File: config.mk
export PLATFORM = sky130hd
export DESIGN_NAME = acmp_comparator_control_regs
export DESIGN_NICKNAME = d
export VERILOG_FILES = /design/src/acmp_pkg.sv /design/src/acmp_comparator_control_regs.sv
export SDC_FILE = /design/constraint.sdc
export NUM_CORES = 1
export LEC_CHECK = 0
export ABC_AREA = 1
export BUFFER_PORTS_ARGS = -buffer_cell sky130_fd_sc_hd__buf_4
export CAP_MARGIN = 20
export CORE_MARGIN = 4
export CORE_UTILIZATION = 41
export DETAILED_ROUTE_END_ITERATION = 6
export PLACE_DENSITY_LB_ADDON = 0.08
export SYNTH_ARGS = -nofsm -noshare
export SYNTH_HDL_FRONTEND = slang
export SYNTH_SLANG_ARGS = --single-unit
File: constraint.sdc
create_clock -name sys_clk_i -period 1.1 [get_ports sys_clk_i]
set_input_delay 0.165 -clock sys_clk_i [delete_from_list [all_inputs] [get_ports sys_clk_i]]
set_output_delay 0.165 -clock sys_clk_i [all_outputs]
set_load 0.02 [all_outputs]
File: src/acmp_pkg.sv
// Summary of operation
// Run-in-standby bit keeps comparator alive in standby.
// No flag or interrupt update during standby.
// Pad output enable drives result to pin.
// Edge select: both, falling, rising; one reserved.
// Hysteresis field passed to analog core.
// Enable bit switches comparator on or off.
// Invert bit flips result for every consumer.
// Positive input select passed to analog mux.
// Negative input select: pins, reference, converter.
// Interrupt enable bit gates the request.
// State bit shows synchronised result, three cycles.
// Flag cleared by writing one only.
// All registers read zero after reset.
// Selected edge sets the interrupt flag.
// Request high while enabled flag is set.
// Enabled comparator drives result as event.
// Power-down disables comparator and pad output.
// Edge detect on synchronised samples, only running.
package acmp_pkg;

	// Register offsets.
	localparam logic [2:0] ACMP_CTRL_ADDR = 3'h0;
	localparam logic [2:0] ACMP_MUX_ADDR = 3'h2;
	localparam logic [2:0] ACMP_IRQEN_ADDR = 3'h6;
	localparam logic [2:0] ACMP_STATUS_ADDR = 3'h7;

	// Control register field positions.
	localparam int ACMP_CTRL_RUNSTBY_BIT = 7;
	localparam int ACMP_CTRL_PADEN_BIT = 6;
	localparam int ACMP_CTRL_EDGE_LSB = 4;
	localparam int ACMP_CTRL_HYST_LSB = 1;
	localparam int ACMP_CTRL_ENABLE_BIT = 0;

	// Input select register field positions.
	localparam int ACMP_MUX_INVERT_BIT = 7;
	localparam int ACMP_MUX_POS_LSB = 3;
	localparam int ACMP_MUX_NEG_LSB = 0;

	// Interrupt enable and status field positions.
	localparam int ACMP_IRQEN_BIT = 0;
	localparam int ACMP_STAT_STATE_BIT = 4;
	localparam int ACMP_STAT_FLAG_BIT = 0;

	// Writable bit masks; other bits are reserved and read zero.
	localparam logic [7:0] ACMP_CTRL_MASK = 8'hF7;
	localparam logic [7:0] ACMP_MUX_MASK = 8'h9B;
	localparam logic [7:0] ACMP_IRQEN_MASK = 8'h01;

	// Reset value of every register.
	localparam logic [7:0] ACMP_REG_RESET = 8'h00;

	// Number of flip-flops between the analog output and the state bit.
	localparam int ACMP_SYNC_STAGES = 3;

	// Edge select encodings.
	typedef enum logic [1:0]
	{
		ACMP_EDGE_ANY = 2'h0,
		ACMP_EDGE_RSVD = 2'h1,
		ACMP_EDGE_FALL = 2'h2,
		ACMP_EDGE_RISE = 2'h3
	} acmp_edge_type;

	// Hysteresis encodings.
	typedef enum logic [1:0]
	{
		ACMP_HYST_OFF = 2'h0,
		ACMP_HYST_10 = 2'h1,
		ACMP_HYST_25 = 2'h2,
		ACMP_HYST_50 = 2'h3
	} acmp_hyst_type;

	// Negative input encodings.
	typedef enum logic [1:0]
	{
		ACMP_NEG_PIN0 = 2'h0,
		ACMP_NEG_PIN1 = 2'h1,
		ACMP_NEG_VREF = 2'h2,
		ACMP_NEG_CONV = 2'h3
	} acmp_neg_type;

	// Settings handed to the analog core.
	typedef struct packed
	{
		logic enable;
		acmp_hyst_type hysteresis;
		logic [1:0] positive_sel;
		acmp_neg_type negative_sel;
	} acmp_analog_type;

	// Register bus request from software.
	typedef struct packed
	{
		logic [2:0] addr;
		logic [7:0] wdata;
		logic wr;
		logic rd;
	} acmp_bus_type;

	// Edge match test for the selected mode; reserved never matches.
	function automatic logic acmp_edge_hit(input logic [1:0] mode,
		input logic prev, input logic curr);
		logic rise;
		logic fall;
		rise = curr & ~prev;
		fall = prev & ~curr;
		case (mode)
			ACMP_EDGE_ANY: acmp_edge_hit = rise | fall;
			ACMP_EDGE_FALL: acmp_edge_hit = fall;
			ACMP_EDGE_RISE: acmp_edge_hit = rise;
			default: acmp_edge_hit = 1'b0;
		endcase
	endfunction : acmp_edge_hit

endpackage : acmp_pkg

File: src/acmp_comparator_control_regs.sv
// Design decision made here: strobed register access.
`timescale 1ns/1ns
module acmp_comparator_control_regs
	import acmp_pkg::*;
(
	// Clock and reset.
	input wire logic sys_clk_i,
	input wire logic rst_n_i,
	// Register bus.
	input wire acmp_bus_type bus_i,
	output logic [7:0] rdata_o,
	// Sleep state from the power manager.
	input wire logic standby_i,
	input wire logic power_down_i,
	// Analog core.
	input wire logic cmp_raw_i,
	output acmp_analog_type analog_o,
	// Pad and event network.
	output logic pad_o,
	output logic pad_oe_o,
	output logic event_o,
	// Interrupt request.
	output logic irq_o
);

	// Software-visible registers.
	logic [7:0] comparator_control;
	logic [7:0] input_select_control;
	logic [7:0] irq_enable_control;
	logic irq_flag;

	// Synchroniser chain; stage 0 is read only by stage 1.
	logic [ACMP_SYNC_STAGES-1:0] sync;
	// Previous synchronised, inverted sample for edge detection.
	logic prev_sample;
	// Edge detection primed since the status logic last became active.
	logic primed;

	// Field views.
	logic run_in_standby;
	logic pad_output_enable;
	logic [1:0] edge_select;
	logic comparator_enable;
	logic output_invert;
	logic running;
	logic active;
	logic curr_sample;
	logic inv_raw;
	logic edge_event;
	logic flag_clear;

	assign run_in_standby = comparator_control[ACMP_CTRL_RUNSTBY_BIT];
	assign pad_output_enable = comparator_control[ACMP_CTRL_PADEN_BIT];
	assign edge_select = comparator_control[ACMP_CTRL_EDGE_LSB +: 2];
	assign comparator_enable = comparator_control[ACMP_CTRL_ENABLE_BIT];
	assign output_invert = input_select_control[ACMP_MUX_INVERT_BIT];

	// Comparator powered: enabled, not power-down, and not halted standby.
	assign running = comparator_enable & ~power_down_i
		& (~standby_i | run_in_standby);
	// Status logic only advances while the peripheral clock is live.
	assign active = running & ~standby_i;

	// Inverted raw result feeds pad and event asynchronously.
	assign inv_raw = cmp_raw_i ^ output_invert;
	// The last stage is the value software sees.
	assign curr_sample = sync[ACMP_SYNC_STAGES-1];

	// Analog settings pass straight from the registers; enable is the running state.
	always_comb
	begin
		analog_o.enable = running;
		analog_o.hysteresis = acmp_hyst_type'(
			comparator_control[ACMP_CTRL_HYST_LSB +: 2]);
		analog_o.positive_sel =
			input_select_control[ACMP_MUX_POS_LSB +: 2];
		analog_o.negative_sel = acmp_neg_type'(
			input_select_control[ACMP_MUX_NEG_LSB +: 2]);
	end

	// Pad drive: requires enable bit and a running comparator.
	assign pad_oe_o = pad_output_enable & running;
	assign pad_o = pad_oe_o & inv_raw;
	// Event follows the result whenever the comparator runs.
	assign event_o = running & inv_raw;

	// Edge found between the last two synchronised samples.
	assign edge_event = active & primed
		& acmp_edge_hit(edge_select, prev_sample, curr_sample);

	// Software clears the flag with a one in its bit.
	assign flag_clear = bus_i.wr & (bus_i.addr == ACMP_STATUS_ADDR)
		& bus_i.wdata[ACMP_STAT_FLAG_BIT];

	// Request stays high while flag and enable are both set.
	assign irq_o = irq_flag & irq_enable_control[ACMP_IRQEN_BIT];

	// Control registers; reserved bits are masked on write.
	always_ff @(posedge sys_clk_i)
	begin
		if (!rst_n_i)
		begin
			comparator_control <= ACMP_REG_RESET;
			input_select_control <= ACMP_REG_RESET;
			irq_enable_control <= ACMP_REG_RESET;
		end
		else if (bus_i.wr)
		begin
			case (bus_i.addr)
				ACMP_CTRL_ADDR:
					comparator_control <= bus_i.wdata & ACMP_CTRL_MASK;
				ACMP_MUX_ADDR:
					input_select_control <= bus_i.wdata & ACMP_MUX_MASK;
				ACMP_IRQEN_ADDR:
					irq_enable_control <= bus_i.wdata & ACMP_IRQEN_MASK;
				default:
				begin
					// Status and unmapped writes leave control alone.
				end
			endcase
		end
	end

	// Synchroniser; it keeps sampling so the state bit stays fresh.
	always_ff @(posedge sys_clk_i)
	begin
		if (!rst_n_i)
		begin
			sync <= '0;
		end
		else
		begin
			sync <= {sync[ACMP_SYNC_STAGES-2:0], inv_raw};
		end
	end

	// Previous sample; priming skips the first sample after start-up.
	always_ff @(posedge sys_clk_i)
	begin
		if (!rst_n_i)
		begin
			prev_sample <= 1'b0;
			primed <= 1'b0;
		end
		else if (active)
		begin
			prev_sample <= curr_sample;
			primed <= 1'b1;
		end
		else
		begin
			// Re-prime after any halt so stale samples make no edge.
			primed <= 1'b0;
		end
	end

	// Interrupt flag; a new edge wins over a clear in the same cycle.
	always_ff @(posedge sys_clk_i)
	begin
		if (!rst_n_i)
		begin
			irq_flag <= 1'b0;
		end
		else if (edge_event)
		begin
			irq_flag <= 1'b1;
		end
		else if (flag_clear)
		begin
			irq_flag <= 1'b0;
		end
	end

	// Read data register; unmapped offsets read zero.
	always_ff @(posedge sys_clk_i)
	begin
		if (!rst_n_i)
		begin
			rdata_o <= ACMP_REG_RESET;
		end
		else if (bus_i.rd)
		begin
			case (bus_i.addr)
				ACMP_CTRL_ADDR: rdata_o <= comparator_control;
				ACMP_MUX_ADDR: rdata_o <= input_select_control;
				ACMP_IRQEN_ADDR: rdata_o <= irq_enable_control;
				ACMP_STATUS_ADDR:
				begin
					rdata_o <= ACMP_REG_RESET;
					rdata_o[ACMP_STAT_STATE_BIT] <= curr_sample;
					rdata_o[ACMP_STAT_FLAG_BIT] <= irq_flag;
				end
				default: rdata_o <= ACMP_REG_RESET;
			endcase
		end
		else
		begin
			rdata_o <= ACMP_REG_RESET;
		end
	end

endmodule : acmp_comparator_control_regs

==> results of run 1 <==
==> layer usage <==
metal / wire length (µm) / global-route usage [%] / vias to the layer above / share of wire (%)
met5: 0 / 0 / - / 0
met3: 158 / 2.686 / 4 / 5.7
met4: 29 / 5.455 / 0 / 1.1
met1: 1293 / 20.48 / 476 / 47
li1: - / - / 563 / -
met2: 1275 / 24.36 / 26 / 46
==> report_power, final <==
| group | leakage [nW] | internal (W) | total [W] | switching [W] |
|---|---|---|---|---|
| sequential | 0.223 | 0.00100 | 0.00102 | 0.0000171 |
| clock | 0.0150 | 0.000142 | 0.000416 | 0.000274 |
| combinational | 0.535 | 0.000101 | 0.000221 | 0.000120 |
==> logic make-up (layout without fill, tap and decap cells) <==
logic type / after synthesis / after routing
AOI/OAI and AO/OA: 23 / 23
xor gates and xnor gates: 1 / 1
adders and majority gates: 2 / 2
buffers and inverters: 29 / 69
DFF: 27 / 27
and+or+nand+nor: 73 / 73
==> state kept, by name, indices dropped and copies added (netlist names) <==
signal	count
input_select_control	5
rdata_o	8
sync	3
irq_enable_control	1
comparator_control	7
primed	1
prev_sample	1
irq_flag	1
==> per-stage QoR <==
| step | power [W] | utilization, % | instance area [µm²] | setup TNS [ns] | std cells |
|---|---|---|---|---|---|
| 2_1_floorplan | 0.001134 | - | 1194 | -0.1122 | 155 |
| 3_3_place_gp | 0.001234 | 53.81 | 1484 | 0 | 219 |
| 3_5_place_dp | 0.001237 | 53.81 | 1484 | -0.001051 | 219 |
| 4_1_cts | 0.001665 | 56.81 | 1567 | -0.7826 | 226 |
| 5_1_grt | 0.001746 | 58.76 | 1620 | -1.162 | 226 |
| 6_report | 0.001654 | 58.76 | 1620 | -0.8082 | 226 |
==> critical path: stages, from the launching register on <==
cell and delay, ns:
sky130_fd_sc_hd__dfxtp_2 0.36, sky130_fd_sc_hd__inv_2 0.05, sky130_fd_sc_hd__nor2_4 0.10, sky130_fd_sc_hd__o21ai_4 0.08, sky130_fd_sc_hd__nor3_2 0.10, sky130_fd_sc_hd__buf_4 0.16
==> cell usage after synthesis <==
library cell,count
sky130_fd_sc_hd__dfxtp_1,27
sky130_fd_sc_hd__nor2_1,27
sky130_fd_sc_hd__nand2_1,22
sky130_fd_sc_hd__inv_1,17
sky130_fd_sc_hd__o21ai_1,11
sky130_fd_sc_hd__buf_4,7
sky130_fd_sc_hd__a21oi_1,6
sky130_fd_sc_hd__nand3_1,6
sky130_fd_sc_hd__nor2_2,6
sky130_fd_sc_hd__o21ai_0,4
sky130_fd_sc_hd__inv_2,3
sky130_fd_sc_hd__nand2_4,3
sky130_fd_sc_hd__nor2_4,3
sky130_fd_sc_hd__ha_1,2
sky130_fd_sc_hd__nand4_1,2
sky130_fd_sc_hd__nor3_1,2
sky130_fd_sc_hd__a21oi_2,1
sky130_fd_sc_hd__clkbuf_1,1
sky130_fd_sc_hd__inv_4,1
sky130_fd_sc_hd__nand2_2,1
sky130_fd_sc_hd__nand3b_1,1
sky130_fd_sc_hd__o21bai_1,1
sky130_fd_sc_hd__xnor2_1,1
==> layout make-up <==
type | count | area share, %
well taps | 31 | 2.394
clock buffers | 4 | 1.622
inverters | 21 | 5.019
repair buffers | 44 | 20.85
flip-flops and latches | 27 | 34.05
multi-input cells | 99 | 36.06
==> path summary, 6_finish.rpt <==
kind | start | end | slack [ns] | depth (start not counted)
setup / recovery | comparator_control[0]$_SDFFE_PN0P_ | pad_o | -0.23 | 5
hold / removal | bus_i[4] | comparator_control[2]$_SDFFE_PN0P_ | 0.06 | 3
setup reg to reg | sync[2]$_SDFF_PN0_ | irq_flag$_SDFFE_PN0P_ | 0.05 | 6
hold reg to reg | sync[1]$_SDFF_PN0_ | sync[2]$_SDFF_PN0_ | 0.43 | 2
==> repair_timing <==
item / CTS / global route
setup endpoints to repair: 6 / 6
resized for setup: 12 / 13
pin swaps: 4 / 4
hold endpoints to repair: 0 / 0
setup buffers: 3 / 0
cloned: 0 / 0
hold buffers: 0 / 0
==> parameters.txt, run 1 <==
Parameter                              Value

Place
  Routability-driven placement congestion ratio    0.8684
  Final HPWL from detailed placement    2.007 mm
  Number of buffers inserted by port buffering    36
  Post-place setup slack    -0.001051 ns

Synthesis
  Post-synth top area share    45.47%
  Main combinational cell family by area after synthesis    simple AND/OR/NAND/NOR gates
  Net count of the mapped netlist    175
  Number of cells produced by synthesis    155
  Syn avg cell area    7.669 µm²
  Total of flip-flops plus latches after synthesis    27
  Post-synthesis compound-gate area fraction    10.21%
  Synth cell types    23
  Largest cells by area after synthesis    sky130_fd_sc_hd__dfxtp_1, sky130_fd_sc_hd__nor2_1, sky130_fd_sc_hd__nand2_1
  Area of the mapped netlist    0.001189 mm²
  Total number of yosys warnings    0
  Xor and xnor area share after synthesis    0.7368%
  Synth Area in Adders    2.105%
  Simple-gate portion of the synthesized area    29.89%
  Sequential area share after synthesis    45.47%
  Largest area contributor in the synthesized netlist    sky130_fd_sc_hd__dfxtp_1
  Share of synthesized area spent on multiplexers    0%

Drt
  Per-cell routed wire length    12.20 µm
  Aggregate routed wire length    2.757 mm
  Per-cell via count in the routed design    4.730
  Post-route ant nets    0
  Drc violations    0
  Routed via count    1069
  Number of DRC markers in iteration 0    25
  DR pass1 iterations    4

Floorplanning
  Initial cell density of the core    43.10%
  Floorplan die area    0.003825 mm²
  Core area    0.002758 mm²
  Count of boundary I/O pins    37
  Chip width    61.85 µm
  Die height    61.85 µm
  Number of cell rows    19

Layout
  Fraction of layout instances using a drive strength above 1    43.08%
  Total area of sequential cells    551.8 µm²
  Area of the multi-input gates    584.3 µm²
  Growth of design area from synthesis to finish    36.32%
  Most common cell after layout, fill and taps aside    sky130_fd_sc_hd__buf_4
  Total of fill cells in the finished design    276
  Final net count    216
  Leading cell types in the layout, fill and taps excluded    sky130_fd_sc_hd__buf_4, sky130_fd_sc_hd__nor2_1, sky130_fd_sc_hd__nand2_1
  Total inserted antenna cells    0

Clock tree
  Number of H-tree levels    1
  TritonCTS clock tree    yes
  Clock Sink Count    27
  Later-pin clock latency in the skew report    0.31 ns
  Clock Root Buffer    sky130_fd_sc_hd__clkbuf_4
  Clock slew seen by the registers of the worst setup and hold paths    0.13 ns
  Number of buffers created by CTS    3
  Buffer depth of the longest clock path    2

Power and ir drop
  Leak pwr    0.7724 nW
  Power density cells    1021 mW/mm²
  Max rail drop VDD    656.4 µV

Timing
  Number of failing hold endpoints at the final stage    0
  Transition time of the tightest slew-check pin    0.3052 ns
  Slew Limit Fails    0
  Final Worst Setup Slack    -0.2268 ns
  Period Utilization, post-route    120.6%
  Tmin final    1.327 ns
  Endpoints failing setup    4
  Unrepaired setup endpoints after global routing    yes
  Slew headroom    79.60%
  Final Hold Slack    0.05987 ns
  Fmax    753.7 MHz
  Max Clock Skew    0.0008798 ns

Global route
  Largest net degree at the start of global routing    17
  First-pass GRT wire length    4.250 mm
  Initial antenna violation count    0
  Via count of the first global-routing pass    958
  Combined global-route utilization of all metal layers    15.20%
  Remaining Overflow, GRT    0

Setup path
  Startpoint types    flip-flop
  Class of the most critical setup path    flip-flop to output pin
  Worst Setup End Kind    output pin
  Worst path arrival time    1.16 ns
  Required time reported for the critical path endpoint    0.94 ns
  Top fanout value on the critical path    4

Outcome
  Result of the run    finished with violations
  Violations in the final reports    setup timing

Flow run
  Number of maximum-capacitance violations    0

Hold path
  Type of the worst min-delay path    input pin to flip-flop
Power figures use the tool's default switching activity.
==> run 2, diff against run 1 <==
CORE_UTILIZATION = 44   (was 41)
==> run 2 against run 1 <==
Effect of this change:
- the run still ends with setup timing left
- utilization up 5.0 points
- critical path depth is the same
- die area down 6.0%
- setup slack worse by 0.014 ns
- sequential power about the same
- first-iteration DRC count is 56% higher
- non-clock buffer count up 3
- clock power is 1% lower
==> parameters.txt, run 2 (same netlist as run 1, synthesis figures left out) <==
Parameter                              Value

Place
  Number of placed cells counting well taps    219 (unchanged)
  Final HPWL from detailed placement    2.064 mm (+2.8%)
  Routability-driven placement congestion ratio    0.8236 (-5.2%)
  Number of buffers inserted by port buffering    36 (unchanged)
  Post-place setup slack    -0.03389 ns (-0.03284 ns)

Layout
  Fraction of layout instances using a drive strength above 1    41.92% (-1.2 points)
  Total area of sequential cells    549.3 µm² (-0.45%)
  Final core occ    63.79% (+5.0 points)
  Regs by FF count    rdata_o (8), comparator_control (7), input_select_control (5)
  Total inserted antenna cells    0 (unchanged)
  Final cell count without fillers    228 (+0.88%)
  Leading cell types in the layout, fill and taps excluded    sky130_fd_sc_hd__buf_4, sky130_fd_sc_hd__nor2_1, sky130_fd_sc_hd__nand2_1
  Growth of design area from synthesis to finish    35.37%
  Register with the highest flop count    rdata_o
  Area of the multi-input gates    554.3 µm² (-5.1%)
  Final net count    219 (+1.4%)
  Total of fill cells in the finished design    233 (-16%)
  Max FFs per register    8 (unchanged)
  Most common cell after layout, fill and taps aside    sky130_fd_sc_hd__buf_4

Global route
  Initial antenna violation count    0 (unchanged)
  Via count of the first global-routing pass    1113 (+16%)
  Largest net degree at the start of global routing    16 (-1)
  First-pass GRT wire length    4.747 mm (+12%)
  Remaining Overflow, GRT    0 (unchanged)
  Combined global-route utilization of all metal layers    17.27% (+2.1 points)

Drt
  Number of DRC markers in iteration 0    39 (+56%)
  Routed via count    1114 (+4.2%)
  Aggregate routed wire length    2.879 mm (+4.4%)
  Per-cell via count in the routed design    4.886 (+3.3%)
  Drc violations    0 (unchanged)
  Per-cell routed wire length    12.63 µm (+3.5%)
  DR pass1 iterations    4 (unchanged)
  Post-route ant nets    0 (unchanged)

Setup path
  Top fanout value on the critical path    4 (unchanged)
  Cell with the largest stage delay on the worst path    sky130_fd_sc_hd__dfxtp_2
  Worst path buffer plus inverter count    2 (unchanged)
  CP top delay family    flip-flops
  Reg2Reg Launch Point    sync[2]$_SDFF_PN0_
  Required time reported for the critical path endpoint    0.94 ns (about the same)
  Reg2reg path depth    6 (unchanged)
  Worst reg2reg endpoint    irq_flag$_SDFFE_PN0P_
  R2r setup slk    0.05 ns (about the same)
  Worst Setup End Kind    output pin
  Startpoint types    flip-flop
  Worst path arrival time    1.18 ns (+0.02 ns)
  Largest incremental delay on the critical path    0.36 ns (about the same)
  Class of the most critical setup path    flip-flop to output pin
  Sequence of cells on the critical path    inv_2 > nor2_4 > o21ai_4 > nor3_2 > buf_4

Timing
  Period Utilization, post-route    121.9% (+1.3 points)
  Transition time of the tightest slew-check pin    0.3287 ns (+0.02341 ns)
  Final Hold Slack    0.07160 ns (+0.01173 ns)
  Fmax    745.6 MHz (-1.1%)
  Tmin final    1.341 ns (+0.01440 ns)
  Final Worst Setup Slack    -0.2412 ns (-0.01440 ns)
  Slew Limit Fails    0 (unchanged)
  Endpoints failing setup    4 (unchanged)
  Number of failing hold endpoints at the final stage    0 (unchanged)
  Slew headroom    78.04% (-1.6 points)
  Unrepaired setup endpoints after global routing    yes
  Max Clock Skew    0.005446 ns (+0.004566 ns)

Hold path
  Worst hold stages    3 (unchanged)
  Worst Hold Path EP    input_select_control[3]$_SDFFE_PN0P_
  Launch instance of the worst min-delay path    bus_i[5]
  Type of the worst min-delay path    input pin to flip-flop

Clock tree
  Clock Sink Count    27 (unchanged)
  Clock Root Buffer    sky130_fd_sc_hd__clkbuf_4
  TritonCTS clock tree    yes
  Buffer depth of the longest clock path    2 (unchanged)
  Number of H-tree levels    1 (unchanged)
  Number of buffers created by CTS    3 (unchanged)
  Later-pin clock latency in the skew report    0.31 ns (about the same)
  Clock slew seen by the registers of the worst setup and hold paths    0.14 ns (about the same)

Floorplanning
  Floorplan die area    0.003597 mm² (-6.0%)
  Count of boundary I/O pins    37 (unchanged)
  Core area    0.002522 mm² (-8.5%)
  Die height    59.98 µm (-3.0%)
  Chip width    59.98 µm (-3.0%)
  Number of cell rows    18 (-1)
  Initial cell density of the core    47.12% (+4.0 points)

Power and ir drop
  Max rail drop VDD    787.7 µV (+20%)
  Leak pwr    0.7772 nW (+0.63%)
  Power density cells    1024 mW/mm² (+0.35%)

Flow run
  Number of maximum-capacitance violations    0 (unchanged)

Outcome
  Result of the run    finished with violations
  Violations in the final reports    setup timing
==> run 2: changes by cell type in the layout (fill, tap and decap cells not counted), sizes merged <==
cell and delta:
buf +3
==> run 2: worst reg2reg max path, delay by kind of cell (launching register included) <==
kind,cells,cell delay [ns]
adders and majority gates,1,0.19
DFF,1,0.35
AOI/OAI and AO/OA,1,0.06
buffers and inverters,1,0.14
and+or+nand+nor,3,0.23
==> run 2: routing by layer <==
layer / track usage [%] / up-vias / share of wire (%)
met1: 20.48 / 509 / 42
li1: - / 565 / -
met3: 2.592 / 2 / 7.4
met5: 0 / - / 0
met2: 31.02 / 38 / 50
met4: 6.329 / 0 / 0.49
==> run 2: how the worst max path moves through the flow <==
stage	start	endpoint	cells past startpoint	slack (ns)
2_1_floorplan	comparator_control[0]$_SDFFE_PN0P_	event_o	4	-0.04
3_3_place_gp	comparator_control[7]$_SDFFE_PN0P_	analog_o[6]	3	-0.008
3_5_place_dp	comparator_control[7]$_SDFFE_PN0P_	event_o	3	-0.03
4_1_cts	comparator_control[0]$_SDFFE_PN0P_	pad_o	5	-0.24
5_1_grt	comparator_control[0]$_SDFFE_PN0P_	pad_o	5	-0.32
6_report	comparator_control[0]$_SDFFE_PN0P_	pad_o	5	-0.24
==> run 2: metrics by stage <==
step | total power, W | setup TNS [ns] | cell area [µm²]
after CTS | 0.001661 | -0.7545 | 1567
final | 0.001648 | -0.8071 | 1609
after detailed placement | 0.001241 | -0.1193 | 1490
after floorplan | 0.001134 | -0.1122 | 1194
after global routing | 0.001728 | -1.121 | 1609
after global placement | 0.001237 | -0.01416 | 1490
==> run 2: cell type report <==
| type | count | area share [%] |
|---|---|---|
| Timing Repair Buffer | 47 | 22.40 |
| Multi-Input combinational cell | 99 | 34.45 |
| Sequential cell | 27 | 34.14 |
| Clock buffer | 4 | 1.633 |
| Inverter | 21 | 5.054 |
| Tap cell | 30 | 2.333 |
==> run 2: report_power, final <==
part	switching [W]	internal [W]	leakage, nW
logic	0.000121	0.000100	0.540
registers	0.0000157	0.00100	0.222
clock network	0.000269	0.000141	0.0150
==> run 2: timing repair <==
item                       CTS  global route
setup buffers                2             3
hold buffers                 0             0
pin swaps                    3             5
setup endpoints to repair    5             6
resized for setup           13             6
==> run 3, diff against run 2 <==
SETUP_SLACK_MARGIN = 0.1   (was not set)
SLEW_MARGIN = 25   (was not set)
==> run 3 against run 2 <==
Effect of this change:
- the run still ends with setup timing left
- setup slack lost 0.021 ns
- sequential power is essentially flat
- worst hold slack lost 0.023 ns
- non-clock buffer count grew 7
- design area grew 8.5%
- first-iteration DRC count shrank 7.7%
- routed wire length grew 7.0%
- clock power grew 5.1%
- via count grew 2.8%
- critical path depth is the same
- sequential share of layout area shrank 2.0 points
==> parameters.txt, run 3 (same netlist as run 1, synthesis figures left out) <==
Parameter                              Value

Outcome
  Result of the run    finished with violations
  Violations in the final reports    setup timing

Place
  Post-place setup slack    -0.03715 ns (-0.003259 ns)
  Number of buffers inserted by port buffering    36 (unchanged)
  Placed inst area    0.001500 mm² (+0.67%)
  Final HPWL from detailed placement    2.096 mm (+1.6%)
  Routability-driven placement congestion ratio    0.7770 (-5.7%)

Power and ir drop
  Max rail drop VDD    840.8 µV (+6.7%)
  Power density cells    968.0 mW/mm² (-5.5%)
  Leak pwr    0.8349 nW (+7.4%)

Setup path
  Worst Setup End Kind    output pin
  Worst path arrival time    1.20 ns (+0.02 ns)
  Worst reg2reg endpoint    irq_flag$_SDFFE_PN0P_
  Class of the most critical setup path    flip-flop to output pin
  Startpoint types    flip-flop
  Top fanout value on the critical path    4 (unchanged)
  Reg2Reg Launch Point    comparator_control[0]$_SDFFE_PN0P_
  Reg2reg path depth    7 (+1)
  Required time reported for the critical path endpoint    0.94 ns (about the same)
  R2r setup slk    -0.04 ns (-0.09 ns)

Timing
  Fmax    734.1 MHz (-1.5%)
  Slew Limit Fails    0 (unchanged)
  Number of failing hold endpoints at the final stage    0 (unchanged)
  Unrepaired setup endpoints after global routing    yes
  Endpoints failing setup    5 (+1)
  Max Clock Skew    0.004150 ns (-0.001296 ns)
  Slew headroom    78.79% (+0.75 points)
  Final Hold Slack    0.04823 ns (-0.02337 ns)
  Period Utilization, post-route    123.8% (+1.9 points)
  Final Worst Setup Slack    -0.2623 ns (-0.02102 ns)
  Transition time of the tightest slew-check pin    0.3174 ns (-0.01122 ns)
  Tmin final    1.362 ns (+0.02102 ns)
  Setup TNS after final layout    -0.9924 ns (-0.1853 ns)

Clock tree
  Clock slew seen by the registers of the worst setup and hold paths    0.14 ns (about the same)
  TritonCTS clock tree    yes
  Clock Root Buffer    sky130_fd_sc_hd__clkbuf_4
  Number of H-tree levels    1 (unchanged)
  Clock Sink Count    27 (unchanged)
  Later-pin clock latency in the skew report    0.33 ns (+0.02 ns)
  Buffer depth of the longest clock path    2 (unchanged)
  Cts-stage hold buffer count    0 (unchanged)
  Number of buffers created by CTS    3 (unchanged)

Global route
  Initial antenna violation count    0 (unchanged)
  Via count of the first global-routing pass    1180 (+6.0%)
  Largest net degree at the start of global routing    16 (unchanged)
  Met2 routing resource usage after global routing    33.64% (+2.6 points)
  Combined global-route utilization of all metal layers    18.97% (+1.7 points)
  GRT met3 Usage    4.536% (+1.9 points)
  Met1 Usage GRT    21.43% (+0.95 points)
  Layer with the highest usage    met2
  Remaining Overflow, GRT    0 (unchanged)
  First-pass GRT wire length    5.099 mm (+7.4%)

Drt
  Per-cell via count in the routed design    4.872 (-0.28%)
  Per-cell routed wire length    13.11 µm (+3.8%)
  Routed via count    1145 (+2.8%)
  Aggregate routed wire length    3.080 mm (+7.0%)
  DR pass1 iterations    4 (unchanged)
  Number of DRC markers in iteration 0    36 (-7.7%)
  Drc violations    0 (unchanged)
  Post-route ant nets    0 (unchanged)

Layout
  Total inserted antenna cells    0 (unchanged)
  Total area of sequential cells    560.5 µm² (+2.1%)
  Fraction of layout instances using a drive strength above 1    49.76% (+7.8 points)
  Regs by FF count    rdata_o (8), comparator_control (7), input_select_control (5)
  Total of fill cells in the finished design    220 (-5.6%)
  Post-route cell area    0.001745 mm² (+8.5%)
  Register with the highest flop count    rdata_o
  Most common cell after layout, fill and taps aside    sky130_fd_sc_hd__buf_4
  Final net count    226 (+3.2%)
  Area of the multi-input gates    584.3 µm² (+5.4%)
  Growth of design area from synthesis to finish    46.84%
  Max FFs per register    8 (unchanged)
  Leading cell types in the layout, fill and taps excluded    sky130_fd_sc_hd__buf_4, sky130_fd_sc_hd__nor2_1, sky130_fd_sc_hd__nand2_1

Hold path
  Type of the worst min-delay path    input pin to flip-flop
  Worst Hold Path EP    comparator_control[6]$_SDFFE_PN0P_
  Worst hold stages    3 (unchanged)
  Launch instance of the worst min-delay path    bus_i[8]

Floorplanning
  Floorplan die area    0.003597 mm² (unchanged)
  Core area    0.002522 mm² (unchanged)
  Chip width    59.98 µm (unchanged)
  Number of cell rows    18 (unchanged)
  Die height    59.98 µm (unchanged)
  Initial cell density of the core    47.12% (unchanged)
  Count of boundary I/O pins    37 (unchanged)

Flow run
  Number of maximum-capacitance violations    0 (unchanged)
## run 3: what timing repair did
action | CTS | global route
setup endpoints to repair | 12 | 14
setup buffers | 13 | 2
resized for setup | 23 | 12
pin swaps | 7 | 6
## run 3: worst max path at each step
stage                                    startpoint       to  cells after the start  slack, ns
5_1_grt          comparator_control[0]$_SDFFE_PN0P_    pad_o                      5      -0.34
6_report         comparator_control[0]$_SDFFE_PN0P_    pad_o                      5      -0.26
4_1_cts          comparator_control[0]$_SDFFE_PN0P_    pad_o                      5      -0.26
3_5_place_dp   input_select_control[7]$_SDFFE_PN0P_  event_o                      3      -0.04
2_1_floorplan    comparator_control[0]$_SDFFE_PN0P_    pad_o                      4       0.06
3_3_place_gp   input_select_control[7]$_SDFFE_PN0P_  event_o                      3       0.01
## run 3: metrics by stage
step           total power [W]  util (%)  std cells
2_1_floorplan         0.001141         -        155
3_3_place_gp          0.001235     59.47        216
3_5_place_dp          0.001240     59.47        216
4_1_cts               0.001696     67.26        233
5_1_grt               0.001761     69.20        235
6_report              0.001690     69.20        235
## run 3: routing by layer
metal  up-vias  part of all wire (%)  wire length [µm]
li1        580                     -                 -
met4         0                   1.6                48
met2        33                    52              1603
met3         7                   6.3               193
met5         -                     0                 0
met1       525                    40              1233
## run 3: where the power goes
part	internal [W]	switching [W]	total, W
clock network	0.000137	0.000294	0.000431
registers	0.000999	0.0000169	0.00102
logic	0.000114	0.000129	0.000243
## run 3: layout make-up
cell class	count	area share (%)
Sequential cell	27	32.11
Timing Repair Buffer	54	26.02
Inverter	21	4.660
Tap cell	30	2.151
Multi-Input combinational cell	99	33.48
Clock inverter	1	0.2867
Clock buffer	3	1.290
## run 3: worst max-delay path, cell delays in order, from the launching register on
cell	delay (ns)
sky130_fd_sc_hd__dfxtp_2	0.36
sky130_fd_sc_hd__inv_2	0.05
sky130_fd_sc_hd__nor2_4	0.09
sky130_fd_sc_hd__o21ai_4	0.09
sky130_fd_sc_hd__nor3_4	0.14
sky130_fd_sc_hd__buf_6	0.14
